`config.mk`:
```
export PLATFORM = sky130hd
export DESIGN_NAME = sll_strap_loader
export DESIGN_NICKNAME = d
export VERILOG_FILES = /design/src/rtl/sll_pkg.sv /design/src/rtl/sll_pg_filter.sv /design/src/rtl/sll_strap_loader.sv
export SDC_FILE = /design/constraint.sdc
export NUM_CORES = 1
export LEC_CHECK = 0
export BUFFER_PORTS_ARGS = -buffer_cell sky130_fd_sc_hd__buf_2
export CAP_MARGIN = 15
export CORE_MARGIN = 1
export CORE_UTILIZATION = 40
export CTS_BUF_LIST = sky130_fd_sc_hd__clkbuf_4 sky130_fd_sc_hd__clkbuf_8
export DETAILED_ROUTE_END_ITERATION = 8
export PLACE_DENSITY = 0.64
export SYNTH_ARGS = -nofsm -noshare
export SYNTH_HDL_FRONTEND = slang
export SYNTH_SLANG_ARGS = --single-unit
```
`constraint.sdc`:
```
create_clock -name clock -period 2.5 [get_ports clock]
set_input_delay 0.5 -clock clock [delete_from_list [all_inputs] [get_ports clock]]
set_output_delay 0.5 -clock clock [all_outputs]
set_load 0.02 [all_outputs]
```
`src/rtl/sll_pkg.sv`:
```
package sll_pkg;
  localparam int SLL_PG_FILTER = 7;
  localparam logic [2:0] SLL_PG_CNT_MAX = 3'h7;
  localparam int SLL_NSTRAP = 3;
  localparam int SLL_IDX_DEBUG = 0;
  localparam int SLL_IDX_RSVD = 1;
  localparam int SLL_IDX_EEP = 2;
  localparam logic [2:0] SLL_STRAP_DEFAULT = 3'h7;
  localparam int SLL_I2C_DIV = 500;
  localparam logic [8:0] SLL_I2C_DIV_MAX = 9'h1f3;
  localparam logic [6:0] SLL_EEP_ADDR = 7'h50;
  localparam logic [3:0] SLL_BIT_LAST = 4'h8;
  localparam logic [1:0] SLL_PIN_GPIO = 2'h0;
  localparam logic [1:0] SLL_PIN_PWM = 2'h1;
  localparam logic [1:0] SLL_PIN_I2C = 2'h2;
  typedef struct packed {
    logic debug_bus_n;
    logic reserved;
    logic eeprom_load_n;
  } sll_strap_t;
  typedef enum logic [2:0] {
    SLL_IDLE, SLL_START, SLL_ADDR, SLL_ACK, SLL_READ, SLL_STOP, SLL_DONE
  } sll_state_t;
endpackage

```
`src/rtl/sll_pg_filter.sv`:
```
`timescale 1ns/1ps
module sll_pg_filter
  import sll_pkg::*;
(
  // Clock and reset.
  input wire logic clock,
  input wire logic rst_n,
  // Raw and filtered power good.
  input wire logic power_ok_in,
  output logic pg_ok
);
  logic [2:0] cnt_ff;
  logic [2:0] nxt_cnt;
  logic ok_ff;
  logic nxt_ok;

  // Power good counts as high only after more than seven cycles high.
  always_comb
  begin
    nxt_cnt = cnt_ff;
    nxt_ok = ok_ff;
    if (!power_ok_in)
    begin
      nxt_cnt = '0;
      nxt_ok = 1'b0;
    end
    else if (cnt_ff != SLL_PG_CNT_MAX)
      nxt_cnt = cnt_ff + 3'h1; // RULE12
    else
      nxt_ok = 1'b1; // RULE12
  end

  always_ff @(posedge clock or negedge rst_n)
  begin
    if (!rst_n)
    begin
      cnt_ff <= '0;
      ok_ff <= 1'b0;
    end
    else
    begin
      cnt_ff <= nxt_cnt;
      ok_ff <= nxt_ok;
    end
  end

  assign pg_ok = ok_ff;

  pg_min_high_a: assert property (@(posedge clock) disable iff (!rst_n)
    $rose(ok_ff) |-> $past(power_ok_in, 7) && $past(power_ok_in, 1)) // RULE12
    else $error("power good passed before filter time");
  pg_drop_a: assert property (@(posedge clock) disable iff (!rst_n)
    !power_ok_in |=> !ok_ff) // RULE12
    else $error("power good not dropped");
endmodule

```
`src/rtl/sll_strap_loader.sv`:
```
`timescale 1ns/1ps
// Contract
// RULE1: Latch strap pins when power good asserts.
// RULE2: Strap pins undriven during reset.
// RULE3: Board pulls up for one, down zero.
// RULE4: Sampled zero asserts the strap function.
// RULE5: EEPROM or debug port may override straps.
// RULE6: Debug strap zero enables debug bus access.
// RULE7: Board must pull reserved strap high.
// RULE8: EEPROM strap zero loads from EEPROM.
// RULE9: Strap data pin is I2C, GPIO, PWM.
// RULE10: Three aux pins are GPIO or PWM.
// RULE11: Test mode high suspends normal operation.
// RULE12: Power good filtered over six cycles; the filter here needs eight cycles high.
// RULE13: Latched straps stable until power good drops.
module sll_strap_loader
  import sll_pkg::*;
(
  // Clock and reset.
  input wire logic clock,
  input wire logic rst_n,
  // Power and test.
  input wire logic power_ok_in,
  input wire logic factory_test_select,
  // Strap pins, sampled only; never driven.
  input wire logic debug_strap_pin,
  input wire logic reserved_strap_pin,
  input wire logic eeprom_select_strap_pin,
  // Debug strap port.
  input wire logic dbg_override_en,
  input wire sll_strap_t dbg_override_val,
  // Strap data pin and aux pins.
  input wire logic [1:0] sdata_mode,
  input wire logic sdata_gpio_out,
  input wire logic sdata_gpio_oe,
  input wire logic strap_serial_data_in,
  output logic strap_serial_data_out,
  output logic strap_serial_data_oe,
  output logic strap_scl_out,
  input wire logic [2:0] aux_pwm_sel,
  input wire logic [2:0] aux_gpio_out,
  input wire logic [2:0] aux_gpio_oe,
  input wire logic [2:0] aux_pwm,
  input wire logic sdata_pwm,
  output logic [2:0] aux_out,
  output logic [2:0] aux_oe,
  // Status.
  output sll_strap_t strap_value,
  output logic straps_valid,
  output logic debug_bus_enable,
  output logic test_mode_active,
  output logic eeprom_fallback
);
  logic pg_ok;
  logic pg_ok_d_ff;
  sll_strap_t strap_ff, nxt_strap;
  logic valid_ff, nxt_valid;
  sll_state_t st_ff, nxt_st;
  logic [8:0] div_ff, nxt_div;
  logic [3:0] bit_ff, nxt_bit;
  logic [7:0] sh_ff, nxt_sh;
  logic sda_ff, nxt_sda, sda_oe_ff, nxt_sda_oe, scl_ff, nxt_scl, fb_ff, nxt_fb;
  logic [2:0] aux_o_ff, aux_oe_ff;
  logic dbg_ff, tm_ff;
  logic tick;
  logic setup;

  sll_pg_filter u_pg (
    .clock(clock),
    .rst_n(rst_n),
    .power_ok_in(power_ok_in),
    .pg_ok(pg_ok)
  );

  assign tick = (div_ff == SLL_I2C_DIV_MAX);
  // Data moves one clock after a tick, so it never changes on the same edge as the serial clock.
  assign setup = (div_ff == '0);

  always_comb
  begin
    nxt_strap = strap_ff;
    nxt_valid = valid_ff;
    nxt_st = st_ff;
    nxt_div = tick ? 9'h000 : div_ff + 9'h001;
    nxt_bit = bit_ff;
    nxt_sh = sh_ff;
    nxt_sda = sda_ff;
    nxt_sda_oe = sda_oe_ff;
    nxt_scl = scl_ff;
    nxt_fb = fb_ff;
    if (!pg_ok)
    begin
      nxt_valid = 1'b0; // RULE13
      nxt_st = SLL_IDLE;
      nxt_fb = 1'b0;
    end
    else if (pg_ok && !pg_ok_d_ff)
    begin
      nxt_strap = '{debug_strap_pin, reserved_strap_pin, eeprom_select_strap_pin}; // RULE1 RULE3
      nxt_valid = 1'b1;
      nxt_st = (!eeprom_select_strap_pin && !factory_test_select) ? SLL_START : SLL_IDLE; // RULE8
      if (eeprom_select_strap_pin)
        nxt_strap = {debug_strap_pin, SLL_STRAP_DEFAULT[1:0]}; // RULE8
      nxt_sh = {SLL_EEP_ADDR, 1'b1};
      nxt_bit = '0;
    end
    else if (dbg_override_en)
      nxt_strap = dbg_override_val; // RULE5
    else if (!factory_test_select && (tick || setup)) // RULE11
    begin
      // Minimal EEPROM read: address byte, then one strap byte; each tick in ADDR, ACK and READ toggles the serial clock.
      case (st_ff)
        SLL_START:
          if (tick)
          begin
            nxt_sda_oe = 1'b1;
            nxt_sda = 1'b0;
            nxt_st = SLL_ADDR;
          end
        SLL_ADDR:
          if (setup && !scl_ff)
          begin
            nxt_sda_oe = !sh_ff[7]; // RULE9
            nxt_sda = sh_ff[7];
            nxt_sh = {sh_ff[6:0], 1'b0};
          end
          else if (tick)
          begin
            nxt_scl = !scl_ff;
            if (!scl_ff)
            begin
              nxt_bit = bit_ff + 4'h1;
              if (bit_ff == SLL_BIT_LAST - 4'h1)
                nxt_st = SLL_ACK;
            end
          end
        SLL_ACK:
          if (setup && !scl_ff)
          begin
            nxt_sda_oe = 1'b0;
            nxt_sda = 1'b1;
          end
          else if (tick)
          begin
            nxt_scl = !scl_ff;
            nxt_bit = '0;
            if (scl_ff && bit_ff == '0)
            begin
              if (strap_serial_data_in)
              begin
                nxt_strap = SLL_STRAP_DEFAULT; // RULE8
                nxt_fb = 1'b1; // RULE8
                nxt_st = SLL_STOP;
              end
              else
                nxt_st = SLL_READ;
            end
          end
        SLL_READ:
          if (tick)
          begin
            nxt_scl = !scl_ff;
            if (scl_ff)
            begin
              nxt_sh = {sh_ff[6:0], strap_serial_data_in}; // RULE5
              nxt_bit = bit_ff + 4'h1;
              if (bit_ff == SLL_BIT_LAST - 4'h1)
              begin
                nxt_strap = {sh_ff[1:0], strap_serial_data_in}; // RULE8
                nxt_st = SLL_STOP;
              end
            end
          end
        SLL_STOP:
          if (setup && !scl_ff)
          begin
            nxt_sda_oe = 1'b1;
            nxt_sda = 1'b0;
          end
          else if (tick)
          begin
            if (scl_ff)
            begin
              nxt_sda_oe = 1'b0;
              nxt_sda = 1'b1;
              nxt_st = SLL_DONE;
            end
            else
              nxt_scl = 1'b1;
          end
        default:
          nxt_st = st_ff;
      endcase
    end
  end

  always_ff @(posedge clock or negedge rst_n)
  begin
    if (!rst_n)
    begin
      pg_ok_d_ff <= 1'b0;
      strap_ff <= SLL_STRAP_DEFAULT;
      valid_ff <= 1'b0;
      st_ff <= SLL_IDLE;
      div_ff <= '0;
      bit_ff <= '0;
      sh_ff <= '0;
      sda_ff <= 1'b1;
      sda_oe_ff <= 1'b0; // RULE2
      scl_ff <= 1'b1;
      fb_ff <= 1'b0;
      aux_o_ff <= '0;
      aux_oe_ff <= '0; // RULE2
      dbg_ff <= 1'b0;
      tm_ff <= 1'b0;
    end
    else
    begin
      pg_ok_d_ff <= pg_ok;
      strap_ff <= nxt_strap;
      valid_ff <= nxt_valid;
      st_ff <= nxt_st;
      div_ff <= nxt_div;
      bit_ff <= nxt_bit;
      sh_ff <= nxt_sh;
      fb_ff <= nxt_fb;
      tm_ff <= factory_test_select; // RULE11
      dbg_ff <= valid_ff && !strap_ff.debug_bus_n && !factory_test_select; // RULE4 RULE6
      if (st_ff != SLL_IDLE && st_ff != SLL_DONE)
      begin
        sda_ff <= nxt_sda; // RULE9
        sda_oe_ff <= nxt_sda_oe;
        scl_ff <= nxt_scl;
      end
      else if (valid_ff && !factory_test_select && sdata_mode == SLL_PIN_PWM)
      begin
        sda_ff <= sdata_pwm; // RULE9
        sda_oe_ff <= 1'b1;
        scl_ff <= 1'b1;
      end
      else if (valid_ff && !factory_test_select && sdata_mode == SLL_PIN_GPIO)
      begin
        sda_ff <= sdata_gpio_out; // RULE9
        sda_oe_ff <= sdata_gpio_oe;
        scl_ff <= 1'b1;
      end
      else
      begin
        sda_ff <= 1'b1;
        sda_oe_ff <= 1'b0;
        scl_ff <= 1'b1;
      end
      for (int i = 0; i < SLL_NSTRAP; i++)
      begin
        aux_o_ff[i] <= aux_pwm_sel[i] ? aux_pwm[i] : aux_gpio_out[i]; // RULE10
        aux_oe_ff[i] <= valid_ff && !factory_test_select && (aux_pwm_sel[i] || aux_gpio_oe[i]); // RULE10
      end
    end
  end

  assign strap_value = strap_ff;
  assign straps_valid = valid_ff;
  assign debug_bus_enable = dbg_ff;
  assign test_mode_active = tm_ff;
  assign eeprom_fallback = fb_ff;
  assign strap_serial_data_out = sda_ff;
  assign strap_serial_data_oe = sda_oe_ff;
  assign strap_scl_out = scl_ff;
  assign aux_out = aux_o_ff;
  assign aux_oe = aux_oe_ff;

  strap_latch_a: assert property (@(posedge clock) disable iff (!rst_n)
    $rose(pg_ok) && !eeprom_select_strap_pin |=> strap_ff.debug_bus_n == $past(debug_strap_pin)) // RULE1
    else $error("strap not latched");
  strap_stable_a: assert property (@(posedge clock) disable iff (!rst_n)
    valid_ff && $past(valid_ff) && !dbg_override_en && st_ff == SLL_IDLE && $past(st_ff) == SLL_IDLE
    |-> $stable(strap_ff)) // RULE13
    else $error("strap changed without override");
  override_a: assert property (@(posedge clock) disable iff (!rst_n)
    pg_ok && pg_ok_d_ff && dbg_override_en |=> strap_ff == $past(dbg_override_val)) // RULE5
    else $error("debug override ignored");
  debug_en_a: assert property (@(posedge clock) disable iff (!rst_n)
    valid_ff && !factory_test_select |=> dbg_ff == !$past(strap_ff.debug_bus_n)) // RULE6
    else $error("debug enable wrong");
  test_quiet_a: assert property (@(posedge clock) disable iff (!rst_n)
    factory_test_select |=> !dbg_ff && aux_oe_ff == 3'h0) // RULE11
    else $error("activity in test mode");
  no_drive_a: assert property (@(posedge clock) disable iff (!rst_n)
    !valid_ff && st_ff == SLL_IDLE |=> !sda_oe_ff && aux_oe_ff == 3'h0) // RULE2
    else $error("strap pin driven before capture");
  eeprom_skip_a: assert property (@(posedge clock) disable iff (!rst_n)
    $rose(pg_ok) && eeprom_select_strap_pin |=> st_ff == SLL_IDLE) // RULE8
    else $error("eeprom load without strap");
  aux_mux_a: assert property (@(posedge clock) disable iff (!rst_n)
    aux_pwm_sel[0] |=> aux_o_ff[0] == $past(aux_pwm[0])) // RULE10
    else $error("aux pwm mux wrong");
  c_capture: cover property (@(posedge clock) $rose(valid_ff));
  c_eeprom: cover property (@(posedge clock) st_ff == SLL_DONE);
  c_override: cover property (@(posedge clock) valid_ff && dbg_override_en);
  c_test: cover property (@(posedge clock) valid_ff && factory_test_select);
endmodule

```
# == Yosys cells after proc, flatten, opt, wreduce, memory -nomap -nowiden ==
# Cells that the tools add are included.
# classes
addsub,3
n_eq_ne,68
mux,107
n_reduce_logical,41
# ops
op,count
$ne 4x4->1 const B,23
$mux 3,30
$ne 3x3->1 const B,18
$mux 1,52
$mux 8,6
$mux 4,10
$ne 2x2->1 const B,13
$reduce_and 10->1,2
$reduce_and 17->1,1
$pmux 8 s2,1
$reduce_and 8->1,2
$pmux 3 s5,1
$logic_and 1x1->1,14
$pmux 4 s3,1
$reduce_and 11->1,1
$add 9x1->9 const B,1
$eq 9x9->1 const B,1
$logic_not 9->1,1
$mux 9,1
$reduce_bool 3->1,3
$pmux 1 s4,2
$reduce_bool 4->1,2
$ne 7x7->1 const B,1
$reduce_and 7->1,1
19 further kinds,31
# word_totals
reg_bits,45
word_cells,238

# == Longest topological paths before layout ==
# logic_depth
depth_word,10
ltp_mapped,7
mapped_depth_nobuf,7

# == Hierarchy ==
# A second synthesis with hierarchy kept.
# unflattened
hier_cells,251
area_unflattened_um2,2481.1
# modules_own_cells
module,n_inst,cells_per_inst,area_each_um2,seq_area_each_um2
sll_strap_loader,1,238,2301.0,1032.2
sll_pg_filter,1,13,180.2,100.1

# == Worst setup path before layout ==
# No wires, ideal clock.
# synth_timing
path_type,register -> register
from,register div_ff[0]
to,register sh_ff[1]
arrival_ps,2193
setup_slack_ps,186
stages_incl_launch_ff,8
path_buffers,0
cell_sequence,dfrtp_1 > inv_1 > ha_1 > or4b_4 > o41ai_2 > o2111ai_1 > o31a_1 > a22o_1
# synth_via
elab_chain_cells,5
word_cells_on_any_way,9
cone_classes,eq/ne: 3; reduce/logical: 6
# synth_lines
element,line,source
start: declaration,sll_strap_loader.sv:59,"logic [8:0] div_ff, nxt_div;"
start signal: assignment,sll_strap_loader.sv:223,div_ff <= nxt_div;
$eq 9x9->1 or $logic_not 9->1 (tied branches),"sll_strap_loader.sv:75, sll_strap_loader.sv:77",
$logic_or 1x1->1,sll_strap_loader.sv:109,else if (!factory_test_select && (tick || setup))
$logic_and 1x1->1,sll_strap_loader.sv:109,
$reduce_bool 2->1 (no line),--,
$reduce_and 7->1 (no line) (*),--,
end signal: assignment,sll_strap_loader.sv:225,sh_ff <= nxt_sh;
end: declaration,sll_strap_loader.sv:61,"logic [7:0] sh_ff, nxt_sh;"
# Every way passes the cells marked *; elsewhere a longest branch is shown, timed or not.
# A chain may end at the register's enable or synchronous reset.

# == Worst setup path in the final report ==
# layout_timing
from,register div_ff[1]
to,register sh_ff[4]
# The elaborated chain is that of the path after synthesis.

==> implementation parameters <==
Parameter                              Value

Logic synthesis
  Sequential-to-total area share from yosys stat ... 44.5%
  Count of synthesis-stage warnings from yosys ... 0
  Synthesized netlist cell count ... 260
  Cell variety after synth ... 60
  Top cells by area in the synthesized netlist ... sky130_fd_sc_hd__dfrtp_1 (39%), sky130_fd_sc_hd__dfstp_2 (5.2%), sky130_fd_sc_hd__nand2_1 (3.4%), sky130_fd_sc_hd__mux2_2 (3.1%), sky130_fd_sc_hd__ha_1 (3.0%)
  Ys flop type ... sky130_fd_sc_hd__dfrtp_1
  Share of the synthesized area in the top cell type ... 39.4%
  Post-synthesis sequential element count ... 45
  Synth Net Count ... 295
  Summed instance area of the synthesized netlist ... 2540 um^2
  Average footprint of a synthesized cell ... 9.78 um^2
  Asr flop ratio synth ... 100%
  Post-synth top area cell ... sky130_fd_sc_hd__dfrtp_1
  Number of enable flip-flop cells after synthesis ... 0

Global routing
  Number of antenna violations at the first check in global routing ... 0
  First-pass GRT wire length ... 9850 um
  Vias in the first global route ... 2019
  Maximum number of pins on one net before global-route repair ... 46
  Global routing usage summed across all routing layers ... 19.4%
  Aggregate global routing overflow ... 0

Clock network
  Clock transition at path regs ... 0.09 ns
  TritonCTS clock tree ... built
  Clock Tree Root ... sky130_fd_sc_hd__clkbuf_8
  CTS Buf Count ... 5
  Deepest level of the CTS H-tree ... 2
  Clock Tree Buf Depth ... 2
  Worst skew pair latency ... 0.30 ns
  Number of clock sinks seen by CTS ... 45

STA
  Total negative slack ... 0 ns
  Max_slew headroom ... 62.1%
  Clock tree skew after final layout ... 0.00978 ns
  # setup viols final ... 0
  Maximum frequency from static timing analysis ... 407 MHz
  Pin slew with the least headroom to its limit ... 0.569 ns
  Minimum period implied by the final worst setup slack ... 2.45 ns
  Final period util ... 98.2%
  Setup repair after global routing missed its margin ... yes
  Number of endpoints with negative hold slack in the final report ... 0
  Number of pins exceeding their max-slew limit in the final report ... 0

Cells and area
  Antenna cell count ... 0
  Area delta synth->final ... 22.6%
  Fraction of layout cells with a size suffix above 1 ... 31.2%
  Final net count ... 358
  Post-route standard cell area excluding fillers ... 3120 um^2

Die
  Area enclosed by the die boundary ... 6680 um^2
  Initial cell density of the core ... 42.2%
  Number of ports placed on the die boundary ... 45
  Area of the core region ... 6030 um^2
  Height of the die ... 81.7 um
  Chip width ... 81.7 um
  Standard-cell row count ... 28

Detailed routing
  Antenna violation net count after detailed routing ... 0
  Via count of the routed design ... 2199
  DRC ... 0
  Post-DR wirelength/cell ... 14.7 um
  Starting DRC count in detailed routing ... 199
  Sum of routed wire length over all layers ... 5880 um
  Detailed-route vias per instance ... 5.51
  Detailed-router iteration count before antenna repair ... 5

Placement
  Total placed instance area ... 2960 um^2
  Number of buffers inserted by port buffering ... 44
  Final HPWL from detailed placement ... 4390 um
  Final weighted congestion in routability-driven placement ... 0.795

Power
  VDD IR-drop max ... 0.345 mV
  P per Cell Area ... 446 nW/um^2
  Static Leakage ... 1.45 nW

Setup path
  Nature of the critical path startpoint ... register
  Signal arrival time at the worst endpoint ... 2.65 ns
  WP data required ... 2.70 ns
  Worst Path Class, Setup ... reg2reg
  Crit. End Element ... register
  Worst Path Max Fanout ... 8

Outcome
  Run status ... completed

Run
  Maxcap violations ... 0

Hold path
  Tightest Hold Check Type ... in2async
## report_power, final
part	internal [W]	total [W]	switching, W
Clock	0.000228	0.000488	0.000260
Combinational	0.0000557	0.000130	0.0000745
Sequential	0.000759	0.000772	0.0000126
Total	0.00104	0.00139	0.000347
## synth_stat cells (2+ instances only)
| cell | number |
|---|---|
| sky130_fd_sc_hd__nor3_1 | 3 |
| sky130_fd_sc_hd__a22o_1 | 7 |
| sky130_fd_sc_hd__o211a_1 | 2 |
| sky130_fd_sc_hd__a22oi_1 | 7 |
| sky130_fd_sc_hd__and3b_1 | 2 |
| sky130_fd_sc_hd__nor2_1 | 19 |
| sky130_fd_sc_hd__o31ai_1 | 5 |
| sky130_fd_sc_hd__nor3b_1 | 2 |
| sky130_fd_sc_hd__inv_1 | 16 |
| sky130_fd_sc_hd__a211o_1 | 3 |
| sky130_fd_sc_hd__mux2i_1 | 3 |
| sky130_fd_sc_hd__dfstp_2 | 5 |
| sky130_fd_sc_hd__xor2_1 | 2 |
| sky130_fd_sc_hd__o21ai_0 | 12 |
| sky130_fd_sc_hd__a31oi_1 | 2 |
| sky130_fd_sc_hd__nor2b_1 | 6 |
| sky130_fd_sc_hd__mux2_2 | 7 |
| sky130_fd_sc_hd__o311ai_0 | 3 |
| sky130_fd_sc_hd__nand2b_1 | 10 |
| sky130_fd_sc_hd__nor4_1 | 2 |
| sky130_fd_sc_hd__a21oi_1 | 8 |
| sky130_fd_sc_hd__dfrtp_1 | 40 |
| sky130_fd_sc_hd__nand2_1 | 23 |
| sky130_fd_sc_hd__nand3_1 | 6 |
| sky130_fd_sc_hd__clkbuf_1 | 8 |
| sky130_fd_sc_hd__o41ai_2 | 2 |
| sky130_fd_sc_hd__and2_1 | 3 |
| sky130_fd_sc_hd__o32ai_1 | 2 |
| sky130_fd_sc_hd__o31a_1 | 2 |
| sky130_fd_sc_hd__ha_1 | 6 |
| sky130_fd_sc_hd__xnor2_1 | 3 |
| sky130_fd_sc_hd__o211ai_1 | 7 |
| sky130_fd_sc_hd__and3_1 | 3 |
| sky130_fd_sc_hd__nand4_1 | 3 |
## cells by family (layout without fill, tap and decap cells)
| kind of cell | count (synthesis) | count (layout) | synth area share (%) |
|---|---|---|---|
| buf+inv | 29 | 93 | 4.77 |
| simple gates | 94 | 94 | 20.8 |
| xor+xnor | 5 | 5 | 1.72 |
| mux | 10 | 10 | 4.28 |
| flops | 45 | 45 | 44.5 |
| fa+ha+maj | 6 | 6 | 2.95 |
| compound gates | 71 | 71 | 21.0 |
## sequential cells by signal, indices dropped and copies added (netlist names)
signal and count:
div_ff 9, sh_ff 8, bit_ff 4, aux_oe 3, aux_out 3, st_ff 3
strap_value 3, u_pg.cnt_ff 3, debug_bus_enable 1, eeprom_fallback 1, pg_ok_d_ff 1, strap_scl_out 1
strap_serial_data_oe 1, strap_serial_data_out 1, straps_valid 1, test_mode_active 1, u_pg.pg_ok 1
## path summary, 6_finish.rpt
path | start | to | slack, ns | cells after the start
max in group asynchronous | rst_n | strap_scl_out$_DFFE_PN1P_ | 1.84 | 2
hold / removal | rst_n | u_pg.cnt_ff[2]$_DFFE_PN0P_ | 0.27 | 2
min in group clock | factory_test_select | test_mode_active$_DFF_PN0_ | 0.38 | 1
setup reg to reg | div_ff[1]$_DFF_PN0_ | sh_ff[4]$_DFFE_PN0P_ | 0.05 | 7
setup / recovery | div_ff[1]$_DFF_PN0_ | sh_ff[4]$_DFFE_PN0P_ | 0.05 | 7
hold reg to reg | u_pg.pg_ok$_DFFE_PN0P_ | pg_ok_d_ff$_DFF_PN0_ | 0.47 | 0
## per-stage QoR
| stage | utilization [%] | power (W) | setup slack, ns | std cells | hold WS, ns |
|---|---|---|---|---|---|
| after global routing | 51.7 | 0.00146 | -0.0518 | 399 | 0.326 |
| after floorplan | - | 0.000849 | 0.186 | 260 | 0.204 |
| final | 51.7 | 0.00139 | 0.0459 | 399 | 0.274 |
| after global placement | 49.1 | 0.000914 | 0.0468 | 388 | 0.454 |
| after detailed placement | 49.1 | 0.000918 | -0.0274 | 388 | 0.453 |
| after CTS | 51.1 | 0.00141 | 0.0363 | 397 | 0.290 |
## placed cells by master, fill, tap and decap left out, drive strengths merged, types with 5 or more instances in the layout
cell type  Yosys  routed
mux2           7       7
nor2          20      20
ha             6       6
nor2b          6       6
inv           16      17
dfstp          5       5
clkbuf         8       6
o31ai          5       5
a22o           7       7
nand3          6       6
nand2         23      23
buf            4      68
nand2b        10      10
dfrtp         40      40
o21ai         12      12
a22oi          7       7
a21oi          8       8
o211ai         7       7
## critical path: stages (launching register included)
cell	delay (ns)
sky130_fd_sc_hd__dfrtp_1	0.41
sky130_fd_sc_hd__inv_2	0.09
sky130_fd_sc_hd__ha_4	0.12
sky130_fd_sc_hd__or4b_4	0.49
sky130_fd_sc_hd__o41ai_4	0.38
sky130_fd_sc_hd__o2111ai_2	0.18
sky130_fd_sc_hd__o31a_1	0.42
sky130_fd_sc_hd__a22o_1	0.26
## layer usage
metal	track usage, %	vias up	wire length [um]
li1	-	1082	-
met1	27.1	1051	2830
met2	30.2	60	2670
met3	4.00	6	320
met4	5.26	0	52
met5	0	-	0
## timing repair
action	in CTS	in global routing
gates resized for setup	2	6
hold buffers	0	0
pin swaps	2	8
endpoints found under the setup margin	5	11
setup buffers	1	2
## layout make-up
cell class              count  area [um^2]
multi-input cells         186         1330
fillers                   572         2910
well taps                  75         93.8
clock inverters             2         16.3
clock buffers               6         82.6
repair buffers             68          404
inverters                  17         63.8
flip-flops and latches     45         1130
No activity file was read; power rests on OpenSTA's default activity.
